[src/hw/jlt_pkg.sv]
package jlt_pkg;

  ////////////////////////////////////////////////////////////////////////////
  // register map
  localparam logic [11:0] REG_LINK_CTRL = 12'h571;
  localparam logic [11:0] REG_SYNC_CTRL = 12'h572;
  localparam logic [11:0] REG_PATTERN = 12'h573;
  localparam logic [11:0] REG_ILAS_LTM = 12'h574;
  localparam logic [11:0] REG_LMFC_OFS = 12'h578;
  localparam logic [11:0] REG_STATUS = 12'h579;
  localparam logic [7:0] RESET_VALUE = 8'h00;

  // field positions
  localparam int LINK_OFF_BIT = 0;
  localparam int SYNC_INV_BIT = 5;
  localparam int SYNC_CTL_LSB = 6;
  localparam int ILAS_DLY_LSB = 4;
  localparam int LTM_LSB = 0;
  localparam int PAT_LSB = 0;
  localparam int LMFC_OFS_LSB = 0;

  // sync input control
  localparam logic [1:0] SYNC_FORCE_CGS = 2'h2;
  localparam logic [1:0] SYNC_FORCE_ILAS = 2'h3;

  // sample test patterns
  localparam logic [3:0] PAT_NORMAL = 4'h0;
  localparam logic [3:0] PAT_CHECKER = 4'h1;
  localparam logic [3:0] PAT_TOGGLE = 4'h2;
  localparam logic [3:0] PAT_PN31 = 4'h3;
  localparam logic [3:0] PAT_PN23 = 4'h4;
  localparam logic [3:0] PAT_PN15 = 4'h5;
  localparam logic [3:0] PAT_PN9 = 4'h6;
  localparam logic [3:0] PAT_PN7 = 4'h7;
  localparam logic [3:0] PAT_RAMP = 4'h8;
  localparam logic [15:0] CHECKER_A = 16'h5555;
  localparam logic [15:0] CHECKER_B = 16'hAAAA;
  localparam logic [15:0] TOGGLE_ONES = 16'hFFFF;
  localparam logic [15:0] TOGGLE_ZEROS = 16'h0000;
  localparam logic [30:0] PN_SEED = 31'h7FFFFFFF;

  // link layer test modes
  localparam logic [2:0] LTM_NORMAL = 3'h0;
  localparam logic [2:0] LTM_D215 = 3'h1;
  localparam logic [2:0] LTM_RPAT = 3'h4;
  localparam logic [2:0] LTM_JSPAT = 3'h5;
  localparam logic [2:0] LTM_JTSPAT = 3'h6;

  // control characters and data characters
  localparam logic [7:0] CHAR_K285 = 8'hBC;
  localparam logic [7:0] CHAR_R = 8'h1C;
  localparam logic [7:0] CHAR_A = 8'h7C;
  localparam logic [7:0] CHAR_Q = 8'h9C;
  localparam logic [7:0] CHAR_D215 = 8'hB5;

  // test sequence tables, 24 octets each, octet 0 in the low byte
  localparam logic [4:0] SEQ_LAST = 5'h16;
  localparam logic [191:0] SEQ_RPAT =
    192'h355EFB14B38F6B472323D7BE59355EFB14B38F6B4723D7BE;
  localparam logic [191:0] SEQ_JSPAT =
    192'h38972FFE80D57E7E7F38972FFE80D57E7E7F38972FFE80D5;
  localparam logic [191:0] SEQ_JTSPAT =
    192'h80D57E7EBCBCBC7F38972FFE80D57E7E7F38972FFE80D57E;

  // multiframe timing
  localparam logic [4:0] LMFC_LAST = 5'h1F;
  localparam logic [6:0] ILAS_LAST = 7'h7F;
  localparam logic [1:0] ILAS_Q_FRAME = 2'h1;

  // fifo shape
  localparam int FIFO_DEPTH = 32;
  localparam int SAMPLE_W = 16;

  typedef enum logic [4:0] {
    ST_OFF = 5'h01,
    ST_CGS = 5'h02,
    ST_WAIT = 5'h04,
    ST_ILAS = 5'h08,
    ST_DATA = 5'h10
  } jlt_state_t;

  typedef struct packed {
    logic [15:0] data;
    logic [1:0] k;
  } jlt_lane_t;

  typedef struct packed {
    logic wr;
    logic rd;
    logic [11:0] addr;
    logic [7:0] wdata;
  } jlt_reg_req_t;

endpackage

[src/hw/jlt_fifo.sv]
`timescale 1ns/1ps
module jlt_fifo #(
  parameter int WIDTH = 16,
  parameter int DEPTH = 32
) (
  // clock and reset
  input wire logic clock,
  input wire logic rst_b,
  // filling side
  input wire logic in_valid,
  input wire logic [WIDTH-1:0] in_data,
  output logic in_ready,
  // draining side
  output logic out_valid,
  output logic [WIDTH-1:0] out_data,
  input wire logic out_ready
);
  localparam int AW = $clog2(DEPTH);
  localparam logic [AW:0] FULL = (AW+1)'(DEPTH);

  logic [WIDTH-1:0] mem [DEPTH];
  logic [AW-1:0] wr_ptr;
  logic [AW-1:0] rd_ptr;
  logic [AW:0] count;
  wire push = in_valid & in_ready;
  wire load = (count != '0) & (~out_valid | out_ready);
  wire [AW:0] next_count = count + {{AW{1'b0}}, push} - {{AW{1'b0}}, load};

  always_ff @(posedge clock)
  begin
    if (push)
    begin
      mem[wr_ptr] <= in_data;
    end
    if (load)
    begin
      out_data <= mem[rd_ptr];
    end
  end

  always_ff @(posedge clock or negedge rst_b)
  begin
    if (!rst_b)
    begin
      wr_ptr <= '0;
      rd_ptr <= '0;
      count <= '0;
      in_ready <= 1'b0;
      out_valid <= 1'b0;
    end
    else
    begin
      wr_ptr <= wr_ptr + AW'(push);
      rd_ptr <= rd_ptr + AW'(load);
      count <= next_count;
      in_ready <= next_count != FULL;
      out_valid <= load | (out_valid & ~out_ready);
    end
  end
endmodule // jlt_fifo

[src/hw/jlt_link_ctrl.sv]
`timescale 1ns/1ps
module jlt_link_ctrl (
  // clock and reset
  input wire logic clock,
  input wire logic rst_b,
  // register port
  input wire jlt_pkg::jlt_reg_req_t reg_req,
  output logic [7:0] reg_rdata,
  output logic reg_rvalid,
  // converter samples
  input wire logic [15:0] sample_data,
  input wire logic sample_valid,
  output logic sample_ready,
  // link timing and sync
  input wire logic sysref,
  input wire logic sync_request_input_b,
  // lane output
  output jlt_pkg::jlt_lane_t lane,
  output logic lane_valid
);
  import jlt_pkg::*;

  function automatic logic [30:0] pn_advance(logic [3:0] sel, logic [30:0] s);
    int len;
    int tap;
    logic [30:0] r;
    logic fb;
    r = s;
    case (sel)
      PAT_PN31: begin len = 31; tap = 28; end
      PAT_PN23: begin len = 23; tap = 18; end
      PAT_PN15: begin len = 15; tap = 14; end
      PAT_PN9: begin len = 9; tap = 5; end
      default: begin len = 7; tap = 6; end
    endcase
    for (int i = 0; i < 16; i++)
    begin
      fb = r[len-1] ^ r[tap-1];
      r = {r[29:0], fb};
    end
    return r;
  endfunction

  function automatic logic [7:0] seq_octet(logic [2:0] mode, logic [4:0] idx);
    logic [191:0] tbl;
    tbl = (mode == LTM_RPAT) ? SEQ_RPAT : (mode == LTM_JSPAT) ? SEQ_JSPAT : SEQ_JTSPAT;
    return tbl[int'(idx)*8 +: 8];
  endfunction

  ////////////////////////////////////////////////////////////////////////////
  // registers
  logic link_off;
  logic [1:0] sync_ctl;
  logic sync_inv;
  logic [7:0] pattern_reg;
  logic [3:0] ilas_delay;
  logic [2:0] ltm;
  logic [4:0] lmfc_phase_offset;
  jlt_state_t state;

  wire wr_link = reg_req.wr & (reg_req.addr == REG_LINK_CTRL);
  wire wr_sync = reg_req.wr & (reg_req.addr == REG_SYNC_CTRL);
  wire wr_pat = reg_req.wr & (reg_req.addr == REG_PATTERN);
  wire wr_ilas = reg_req.wr & (reg_req.addr == REG_ILAS_LTM);
  wire wr_ofs = reg_req.wr & (reg_req.addr == REG_LMFC_OFS);
  wire [3:0] pattern_sel = pattern_reg[PAT_LSB +: 4];

  logic [7:0] next_rdata;
  always_comb
  begin
    case (reg_req.addr)
      REG_LINK_CTRL: next_rdata = {7'h00, link_off};
      REG_SYNC_CTRL: next_rdata = {sync_ctl, sync_inv, 5'h00};
      REG_PATTERN: next_rdata = pattern_reg;
      REG_ILAS_LTM: next_rdata = {ilas_delay, 1'b0, ltm};
      REG_LMFC_OFS: next_rdata = {3'h0, lmfc_phase_offset};
      REG_STATUS: next_rdata = {3'h0, state};
      default: next_rdata = 8'h00;
    endcase
  end

  always_ff @(posedge clock or negedge rst_b)
  begin
    if (!rst_b)
    begin
      link_off <= 1'b0;
      sync_ctl <= 2'h0;
      sync_inv <= 1'b0;
      pattern_reg <= RESET_VALUE;
      ilas_delay <= 4'h0;
      ltm <= LTM_NORMAL;
      lmfc_phase_offset <= 5'h00;
      reg_rdata <= 8'h00;
      reg_rvalid <= 1'b0;
    end
    else
    begin
      if (wr_link) link_off <= reg_req.wdata[LINK_OFF_BIT];
      if (wr_sync) sync_ctl <= reg_req.wdata[SYNC_CTL_LSB +: 2];
      if (wr_sync) sync_inv <= reg_req.wdata[SYNC_INV_BIT];
      if (wr_pat) pattern_reg <= reg_req.wdata;
      if (wr_ilas) ilas_delay <= reg_req.wdata[ILAS_DLY_LSB +: 4];
      if (wr_ilas) ltm <= reg_req.wdata[LTM_LSB +: 3];
      if (wr_ofs) lmfc_phase_offset <= reg_req.wdata[LMFC_OFS_LSB +: 5];
      reg_rvalid <= reg_req.rd;
      if (reg_req.rd) reg_rdata <= next_rdata;
    end
  end

  ////////////////////////////////////////////////////////////////////////////
  // test pattern generator and sample fifo
  logic pg_phase;
  logic [15:0] pg_ramp;
  logic [30:0] pg_lfsr;
  logic [15:0] pat_word;
  wire push = sample_valid & sample_ready;

  always_comb
  begin
    case (pattern_sel)
      PAT_CHECKER: pat_word = pg_phase ? CHECKER_B : CHECKER_A;
      PAT_TOGGLE: pat_word = pg_phase ? TOGGLE_ZEROS : TOGGLE_ONES;
      PAT_PN31, PAT_PN23, PAT_PN15, PAT_PN9, PAT_PN7: pat_word = pg_lfsr[15:0];
      PAT_RAMP: pat_word = pg_ramp;
      default: pat_word = sample_data;
    endcase
  end

  always_ff @(posedge clock or negedge rst_b)
  begin
    if (!rst_b)
    begin
      pg_phase <= 1'b0;
      pg_ramp <= 16'h0000;
      pg_lfsr <= PN_SEED;
    end
    else if (wr_pat)
    begin
      pg_phase <= 1'b0;
      pg_ramp <= 16'h0000;
      pg_lfsr <= PN_SEED;
    end
    else if (push)
    begin
      pg_phase <= ~pg_phase;
      pg_ramp <= pg_ramp + 16'h0001;
      pg_lfsr <= pn_advance(pattern_sel, pg_lfsr);
    end
  end

  logic fifo_out_valid;
  logic [15:0] fifo_out_data;
  wire ltm_normal = (ltm != LTM_D215) & (ltm != LTM_RPAT) & (ltm != LTM_JSPAT)
                    & (ltm != LTM_JTSPAT);
  wire fifo_drain = ~link_off & ltm_normal & (state == ST_DATA);

  // pattern words enter the same path as samples, so framing is untouched
  jlt_fifo #(.WIDTH(SAMPLE_W), .DEPTH(FIFO_DEPTH)) u_fifo (
    .clock(clock),
    .rst_b(rst_b),
    .in_valid(sample_valid),
    .in_data(pat_word),
    .in_ready(sample_ready),
    .out_valid(fifo_out_valid),
    .out_data(fifo_out_data),
    .out_ready(fifo_drain)
  );

  ////////////////////////////////////////////////////////////////////////////
  // lmfc phase counter
  logic [4:0] lmfc_count;
  wire [4:0] next_lmfc = sysref ? lmfc_phase_offset :
                         (lmfc_count == LMFC_LAST) ? 5'h00 : lmfc_count + 5'h01;
  wire boundary_next = next_lmfc == 5'h00;

  always_ff @(posedge clock or negedge rst_b)
  begin
    if (!rst_b) lmfc_count <= 5'h00;
    else lmfc_count <= next_lmfc;
  end

  ////////////////////////////////////////////////////////////////////////////
  // link state machine
  wire sync_req = ~sync_request_input_b ^ sync_inv;
  wire eff_req = (sync_ctl == SYNC_FORCE_CGS) ? 1'b1 :
                 (sync_ctl == SYNC_FORCE_ILAS) ? 1'b0 : sync_req;
  logic [3:0] seen;
  logic [6:0] ilas_cnt;
  jlt_state_t next_state;

  always_comb
  begin
    next_state = state;
    case (state)
      ST_OFF: next_state = ST_CGS;
      ST_CGS: if (!eff_req) next_state = ST_WAIT;
      ST_WAIT:
        if (eff_req) next_state = ST_CGS;
        else if (boundary_next && seen == ilas_delay) next_state = ST_ILAS;
      ST_ILAS:
        if (eff_req) next_state = ST_CGS;
        else if (ilas_cnt == ILAS_LAST) next_state = ST_DATA;
      ST_DATA: if (eff_req) next_state = ST_CGS;
      default: next_state = ST_OFF;
    endcase
    if (link_off) next_state = ST_OFF;
  end

  always_ff @(posedge clock or negedge rst_b)
  begin
    if (!rst_b)
    begin
      state <= ST_OFF;
      seen <= 4'h0;
      ilas_cnt <= 7'h00;
    end
    else
    begin
      state <= next_state;
      seen <= (state == ST_WAIT) ? seen + 4'(boundary_next) : 4'h0;
      ilas_cnt <= (state == ST_ILAS) ? ilas_cnt + 7'h01 : 7'h00;
    end
  end

  ////////////////////////////////////////////////////////////////////////////
  // lane word
  logic [4:0] seq_idx;
  jlt_lane_t ilas_word;
  jlt_lane_t next_lane;
  logic next_valid;
  wire seq_mode = (ltm == LTM_RPAT) | (ltm == LTM_JSPAT) | (ltm == LTM_JTSPAT);
  wire ilas_first = ilas_cnt[4:0] == 5'h00;
  wire ilas_last = ilas_cnt[4:0] == LMFC_LAST;

  // ilas words: R opens each multiframe, Q marks the second, A closes each
  wire ilas_q_here = ilas_first && (ilas_cnt[6:5] == ILAS_Q_FRAME);
  wire [7:0] ilas_lo = ilas_first ? CHAR_R : {ilas_cnt, 1'b0};
  wire [7:0] ilas_hi = ilas_q_here ? CHAR_Q : ilas_last ? CHAR_A : {ilas_cnt, 1'b1};
  assign ilas_word = {ilas_hi, ilas_lo, ilas_q_here || ilas_last, ilas_first};

  always_comb
  begin
    next_lane = '0;
    next_valid = 1'b1;
    if (link_off)
    begin
      next_valid = 1'b0;
    end
    else if (ltm == LTM_D215)
    begin
      next_lane.data = {CHAR_D215, CHAR_D215};
    end
    else if (seq_mode)
    begin
      next_lane.data = {seq_octet(ltm, seq_idx + 5'h01), seq_octet(ltm, seq_idx)};
    end
    else
    begin
      case (state)
        ST_ILAS: next_lane = ilas_word;
        ST_DATA:
        begin
          next_lane.data = fifo_out_data;
          next_valid = fifo_out_valid;
        end
        default:
        begin
          next_lane.data = {CHAR_K285, CHAR_K285};
          next_lane.k = 2'h3;
        end
      endcase
    end
  end

  always_ff @(posedge clock or negedge rst_b)
  begin
    if (!rst_b)
    begin
      lane <= '0;
      lane_valid <= 1'b0;
      seq_idx <= 5'h00;
    end
    else
    begin
      lane <= next_lane;
      lane_valid <= next_valid;
      seq_idx <= (!seq_mode || seq_idx == SEQ_LAST) ? 5'h00 : seq_idx + 5'h02;
    end
  end
endmodule // jlt_link_ctrl

[config.mk]
export PLATFORM = sky130hd
export DESIGN_NAME = jlt_link_ctrl
export DESIGN_NICKNAME = d
export VERILOG_FILES = /design/src/hw/jlt_pkg.sv /design/src/hw/jlt_fifo.sv /design/src/hw/jlt_link_ctrl.sv
export SDC_FILE = /design/constraint.sdc
export NUM_CORES = 1
export LEC_CHECK = 0
export BUFFER_PORTS_ARGS = -buffer_cell sky130_fd_sc_hd__buf_2
export CAP_MARGIN = 20
export CORE_UTILIZATION = 60
export CTS_CLUSTER_SIZE = 40
export DETAILED_ROUTE_END_ITERATION = 7
export GPL_TIMING_DRIVEN = 0
export PLACE_DENSITY = 0.77
export SETUP_SLACK_MARGIN = 0.3
export SLEW_MARGIN = 10
export SYNTH_ARGS = -nofsm -noshare
export SYNTH_HDL_FRONTEND = slang
export SYNTH_SLANG_ARGS = --single-unit
[constraint.sdc]
create_clock -name clock -period 21.5 [get_ports clock]
set_input_delay 4.3 -clock clock [delete_from_list [all_inputs] [get_ports clock]]
set_output_delay 4.3 -clock clock [all_outputs]
set_load 0.1 [all_outputs]
Word level (Yosys, flattened, before mapping)
Memory sizes are Yosys's and may differ from the RTL's. A register that Yosys moved wholly into a read port is not among the register bits.
Index checks and enable logic that the tools add are counted.

word-level totals
  output and inout bits = 29
  memories = 1
  RAM bits = 512
  input port bits = 43
  logic and storage cells = 277
  register bits = 144

operators by class
  eq/ne operators = 40
  mux-type cells = 145
  bitwise gates (word level) = 39
  reductions and logical operators = 11
  $add $sub $neg = 12
  shift operators = 2
  $lt $le $gt $ge = 2

memory list
  name        depth  width  rd ports  clocked after Yosys merged registers in  wr ports  RTL line        RTL
  u_fifo.mem  32     16     1         1                                        1         jlt_fifo.sv:21  logic [WIDTH-1:0] mem [DEPTH];

operators by type and width
  kind                   count
  $mux 192               2
  $shiftx 192x9->8       2
  $bmux 1 s5             32
  $mux 32                4
  $mux 16                6
  $mux 1                 74
  $eq 12x11->1 const B   6
  $lt 32x7->1 const B    2
  $pmux 16 s4            1
  $sub 32x2->32 const B  2
  $mux 31                2
  $mux 5                 10
  $pmux 8 s6             1
  $pmux 5 s4             2
  $pmux 16 s2            1
  $pmux 5 s5             1
  $mux 8                 3
  $eq 5x5->1 const B     4
  $mux 18                1
  $xor 1x1->1            17
  $add 16x1->16 const B  1
  $eq 4x3->1 const B     4
  $ne 3x3->1 const B     5
  $and 1x1->1            13
  37 further kinds       55

Longest topological paths before layout
  word-level depth = 71
  depth in mapped cells = 41
  gate-level depth less buffers = 29

By module
From an unflattened synthesis, not the netlist that was laid out.

unflattened totals
  cells, all modules = 2765
  area, all modules = 33812.4 um2

by module, submodules not included
  module         times used  area each (um2)  seq. area each (um2)  cells each
  jlt_fifo       1           21136.5          16305.6               1089
  jlt_link_ctrl  1           12675.9          3168.0                1676

Worst setup path after synthesis
OpenSTA, ideal clock, no wires.

  path kind = register to register
  start = register pattern_reg[0]
  end = register pg_lfsr[0]
  buffers on the path = 11
  data required time = 21.414 ns
  data arrival time = 9.567 ns
  clock period less this slack = 9.654 ns
  library setup time = 0.086 ns
  setup slack = 11.846 ns
  stages on the path, launching flop included = 41
  path through = dfrtp_1 > buf_6 > and4bb_2 > inv_1 > buf_2 > buf_2 > clkbuf_1 > clkbuf_1 > clkbuf_1 > buf_2 > buf_1 > ha_1 > clkbuf_1 > buf_2 > inv_1 > clkbuf_1 > mux4_2 > and3_1 > (+5 left out) > and2_4 > a2111o_1 > o41a_4 > xnor2_2 > o211ai_1 > nor3_2 > nand3b_4 > a32o_1 > a2111o_1 > nand3_2 > mux2i_1 > mux2_4 > o221a_1 > o211ai_2 > mux2i_1 > o31ai_2 > mux2i_1 > nand2_1

on the way
  longest elaborated chain between the ends = 71
  elaborated cells on any way between the ends = 126
  those cells by class = add/sub (2); eq/ne (4); mux (104); bitwise (16)

ends and longest elaborated chain
  item                                             RTL line              RTL
  start: declaration                               jlt_link_ctrl.sv:55   logic [7:0] pattern_reg;
  start signal: assignment                         jlt_link_ctrl.sv:101  if (wr_pat) pattern_reg <= reg_req.wdata;
  $eq 4x3->1 / $eq 4x2->1 (equally long branches)  jlt_link_ctrl.sv:29   case (sel)
  $pmux 5 s4                                       jlt_link_ctrl.sv:29
  $mux 32                                          jlt_link_ctrl.sv:143  else if (push)
  $mux 32                                          jlt_link_ctrl.sv:137  else if (wr_pat)
  $sub 32x2->32                                    jlt_link_ctrl.sv:38   fb = r[len-1] ^ r[tap-1];
  $bmux 1 s5                                       jlt_link_ctrl.sv:38
  $mux 1 (implied by the code) (2 in series)       jlt_link_ctrl.sv:38
  $xor 1x1->1                                      jlt_link_ctrl.sv:38
  (+52 left out)                                   --
  $bmux 1 s5                                       jlt_link_ctrl.sv:38
  $mux 1 (implied by the code) (2 in series)       jlt_link_ctrl.sv:38
  $xor 1x1->1                                      jlt_link_ctrl.sv:38
  $bmux 1 s5                                       jlt_link_ctrl.sv:38
  $mux 1 (implied by the code) (2 in series)       jlt_link_ctrl.sv:38
  $xor 1x1->1 *                                    jlt_link_ctrl.sv:38
  $mux 31 *                                        jlt_link_ctrl.sv:143
  $mux 31 *                                        jlt_link_ctrl.sv:137
  end signal: assignment                           jlt_link_ctrl.sv:147  pg_lfsr <= pn_advance(pattern_sel, pg_lfsr);
  end: declaration                                 jlt_link_ctrl.sv:114  logic [30:0] pg_lfsr;

Mark *: on every way between the ends. The rest lies on a longest branch, timed or not. The select of a mux whose other input is x is not followed.
A chain may end at the register's enable or synchronous reset.

Final worst setup path
  start = register pattern_reg[2]
  end = register pg_lfsr[1]

on the way
  longest elaborated chain between the ends = 67
  elaborated cells on any way between the ends = 119
  those cells by class = add/sub (2); eq/ne (4); mux (98); bitwise (15)

ends and longest elaborated chain
  item                                             RTL line
  $eq 4x3->1 / $eq 4x2->1 (equally long branches)  jlt_link_ctrl.sv:29
  $pmux 5 s4                                       jlt_link_ctrl.sv:29
  $mux 32                                          jlt_link_ctrl.sv:143
  $mux 32                                          jlt_link_ctrl.sv:137
  $sub 32x2->32                                    jlt_link_ctrl.sv:38
  $bmux 1 s5                                       jlt_link_ctrl.sv:38
  $mux 1 (implied by the code) (2 in series)       jlt_link_ctrl.sv:38
  $xor 1x1->1                                      jlt_link_ctrl.sv:38
  (+48 left out)                                   --
  $bmux 1 s5                                       jlt_link_ctrl.sv:38
  $mux 1 (implied by the code) (2 in series)       jlt_link_ctrl.sv:38
  $xor 1x1->1                                      jlt_link_ctrl.sv:38
  $bmux 1 s5                                       jlt_link_ctrl.sv:38
  $mux 1 (implied by the code) (2 in series)       jlt_link_ctrl.sv:38
  $xor 1x1->1 *                                    jlt_link_ctrl.sv:38
  $mux 31 *                                        jlt_link_ctrl.sv:143
  $mux 31 *                                        jlt_link_ctrl.sv:137

Marks and branches as above.

==> results.md <==
Logic synthesis:
- In this run, distinct cell masters in the synthesized netlist total 107.
- The area of the mapped netlist is 33100 um2.
- A synthesized cell averages 13.5 um2.
- The number of synthesized flops with an enable pin is 528.
- Counting flops and latches in the post-synthesis netlist gives 671.
- Sequential elements use 58.9% of the synthesized area.
- The net count of the mapped netlist is 2520.
- The count of yosys warnings during synthesis is 0.
- The async set-or-reset flop fraction in the synthesized netlist is 21.3%.
- The post-synthesis instance total is 2454.
- In the synthesized netlist the dominant register cell turns out to be edfxtp_1.

Worst setup path:
- By instance count, the cell type seen most on the critical path is clkbuf_1.
- The endpoint identified for the worst register-to-register timing path is pg_lfsr[1]$_DFFE_PN1P_.
- At the worst endpoint, the arrival time is 13270 ps.
- The end point of the critical path is pg_lfsr[1]$_DFFE_PN1P_.
- The worst setup slack for register-to-register paths is 8710 ps.
- The critical path startpoint category is a flip-flop.
- The type of the worst setup path is flip-flop to flip-flop.
- At the worst endpoint, the required time is 21980 ps.
- In this run the worst setup path begins at pattern_reg[2]$_DFFE_PN0P_.
- The worst reg-to-reg path cell count is 40.
- The critical path's slowest cell is clkbuf_1.
- In this run the critical register-to-register path is launched from pattern_reg[2]$_DFFE_PN0P_.
- Of all nets on the critical path, the largest fanout is 10.
- The longest individual stage delay on the worst path is 560 ps.
- The worst setup path is captured at a flip-flop.

Clock tree:
- TritonCTS built the clock tree.
- Buffers inserted to repair hold after CTS numbered 0.
- The clock passes through at most 3 buffers.
- Buffers added to address setup during post-CTS repair amount to 0.
- The cell at the root of the clock tree is clkbuf_16.
- Gates resized during post-CTS repair numbered 0.
- The clock-pin slew of the registers on the worst-case setup and hold paths is 60 ps.
- The clock latency at the later pin of the worst-skew pair is 640 ps.
- The CTS sink count is 671.
- The H-tree generated during clock tree synthesis spans 3 levels.
- The number of clock buffers added by TritonCTS is 68.

Cells and area:
- The layout has 3516 filler cells.
- Once layout is done, the placed cells without fillers occupy 37200 um2.
- In the layout the commonest cells are 528 x edfxtp_1, 248 x nand2_1, 187 x mux4_2, 164 x nor2_1, 144 x clkbuf_1.
- Summing all multi-input logic gate instances after layout gives 12800 um2.
- The library cell used most frequently in the layout, excluding fill and tap cells, is edfxtp_1.
- The largest registers in the layout are u_fifo.mem x512, pg_lfsr x31, lane x18.
- The register with the most flip-flops in the layout has 512 of them.
- The sequential cell area is 19500 um2.
- For this run, the post-layout net count is 2700.
- Ranked by flip-flop count, first place goes to u_fifo.mem.
- The area growth from synthesis to layout is 12.4%.
- The post-route netlist has 21.5% of its cells at a drive strength greater than 1.

Placed design:
- The final RePlAce weighted congestion is 1.02.
- The final HPWL from detailed placement is 72.8 mm.
- In this run the tool buffered the top-level ports with 70 buffer cells.
- Summing all placed instances gives a cell area of 34900 um2.

Detailed routing:
- The detailed router finished its first iteration with 3801 violations.
- Dividing the detail-routed wire length by the instance count gives 32.9 um.
- The DRC violation count after routing is 0.
- The vias after detailed routing is 24.6k.
- The average via count per standard cell is 7.25.
- The count of nets left with antenna violations after detail routing is 0.
- Wires add up to 111 mm.
- The number of optimization iterations in the first detailed-route pass is 8.

Pwr:
- For this design the ratio of total power to cell area is 115 nW/um2.
- Summing internal, switching and leakage power gives 4260 uW.
- The leakage power is 0.0130 uW.
- The worst vdd rail ir drop is 0.0931 mV.

Global route:
- The total global routing overflow is 0.
- The global-route usage over all layers is 40.2%.
- Entering global routing, the biggest net connects 75 pins.
- The number of antenna violations at the first check in global routing is 5.
- The met2 track demand over resource is 62.1%.
- The first global-routing pass estimated 162 mm of wire.
- The number of global-route vias before repair is 23.7k.
- For met1 alone, demand over resource in global routing was 53.3%.
- The layer flagged by global routing as most heavily used is met2.
- The fraction of met3 tracks used by global routing is 10.4%.

Timing:
- Timing would allow up to 78.2 MHz.
- The clock period could shrink to 12790 ps.
- The final hold violation count is 0.
- The final setup violation count is 0.
- The max-slew headroom at the worst pin is 15.3%.
- The worst setup skew after layout is 55.7 ps.
- The aggregate negative setup slack is 0 ps.
- At the pin with the least slew margin, the transition time is 1260 ps.
- Setup repair after global routing left no endpoint under its margin.
- The final critical-path share of the clock period is 59.5%.
- The final-report max-slew violation count is 0.

Flow run:
- The max-cap check violation count is 0.

Floorplanning:
- The total area inside the core boundary comes to 54100 um2.
- The placement row count is 85.
- The initial utilization of the core area, before any placement, comes to 61.1%.
- In this run the vertical extent of the chip is 237 um.
- The width of the die is 237 um.
- The total I/O pin count is 72.
- The area of the die is 56100 um2.

Worst hold path:
- The worst hold path was traced through 2 stages.
- In this run the worst hold path is classified as flip-flop to flip-flop.

Outcome:
- The run finished with clean final reports.
## critical path: cells and delay by family, from the launching register on
kind	cells	cell delay [ps]
buffers and inverters	13	4660
multiplexers	4	1330
XOR/XNOR	2	830
flip-flops	1	450
AND/OR/NAND/NOR	8	1960
AO/OA/AOI/OAI	12	3020
adder cells (fa/ha/maj)	1	360
## how the worst min path moves through the flow
stage,start,endpoint,slack [ps]
detailed placement,pattern_reg[5]$_DFFE_PN0P_,pattern_reg[5]$_DFFE_PN0P_,460
finish,pattern_reg[5]$_DFFE_PN0P_,pattern_reg[5]$_DFFE_PN0P_,480
floorplan,pattern_reg[5]$_DFFE_PN0P_,pattern_reg[5]$_DFFE_PN0P_,440
global route,pattern_reg[5]$_DFFE_PN0P_,pattern_reg[5]$_DFFE_PN0P_,500
global placement,pattern_reg[7]$_DFFE_PN0P_,pattern_reg[7]$_DFFE_PN0P_,460
CTS,pattern_reg[5]$_DFFE_PN0P_,pattern_reg[5]$_DFFE_PN0P_,480
## report_power, final
group | internal (uW) | switching [uW] | leakage, uW | total (uW)
clock network | 645 | 542 | 0.00107 | 1190
registers | 1550 | 90.9 | 0.00652 | 1640
logic | 525 | 908 | 0.00538 | 1430
## per-stage QoR
| stage | util, % | hold slack [ps] | std cells | setup WS, ps |
|---|---|---|---|---|
| floorplan | - | 440 | 2454 | 11850 |
| global placement | 63.4 | 461 | 3220 | 9230 |
| detailed placement | 64.5 | 462 | 3256 | 9180 |
| CTS | 68.5 | 477 | 3380 | 9100 |
| global route | 68.7 | 503 | 3384 | 8120 |
| finish | 68.7 | 478 | 3386 | 8710 |
## layout make-up
class / instances / area share (%)
flip-flops and latches: 671 / 52.4
multi-input cells: 1551 / 34.5
clock buffers: 82 / 4.72
repair buffers: 110 / 2.45
well taps: 696 / 2.34
plain buffers: 180 / 1.91
clock inverters: 42 / 1.15
inverters: 52 / 0.525
diodes: 2 / 0.0135
## cells by family (layout without fill, tap and decap cells)
group / after synthesis / after routing / synth area share [%]
simple gates: 727 / 727 / 10.5
xor+xnor: 64 / 64 / 1.77
compound gates: 459 / 459 / 9.55
other cells: 0 / 2 / 0
buf+inv: 232 / 466 / 2.73
mux: 278 / 278 / 15.7
flops: 671 / 671 / 58.9
fa+ha+maj: 23 / 23 / 0.893
## routing by layer
layer | part of all wire, % | routed length (um) | vias up
met1 | 36 | 40400 | 12200
li1 | - | - | 9895
met2 | 46 | 51400 | 2084
met4 | 5.5 | 6150 | 4
met3 | 12 | 13300 | 377
met5 | 0.049 | 55 | -
## cells in the mapped netlist (all sizes together), types with 10 or more instances
| cell | count | area [um2] |
|---|---|---|
| a211oi | 16 | 120 |
| a22o | 10 | 87.6 |
| mux2i | 40 | 404 |
| clkbuf | 130 | 488 |
| nor2 | 196 | 736 |
| edfxtp | 528 | 15900 |
| o22ai | 21 | 131 |
| xnor2 | 35 | 333 |
| o21ai | 71 | 359 |
| and2 | 16 | 103 |
| nand2b | 18 | 113 |
| a31oi | 27 | 175 |
| o211ai | 28 | 215 |
| a221oi | 13 | 114 |
| o31ai | 15 | 118 |
| or3 | 21 | 131 |
| dfstp | 32 | 841 |
| a311oi | 13 | 114 |
| nor3 | 45 | 246 |
| dfrtp | 111 | 2780 |
| ha | 22 | 275 |
| inv | 50 | 188 |
| nand3 | 80 | 405 |
| mux4 | 187 | 4210 |
| buf | 50 | 221 |
| mux2 | 51 | 578 |
| xor2 | 29 | 254 |
| and3 | 17 | 106 |
| nand2 | 248 | 931 |
| a22oi | 30 | 225 |
| a21oi | 123 | 619 |
| nor2b | 11 | 68.8 |
| or2 | 11 | 73.8 |
Power figures use the tool's default switching activity.
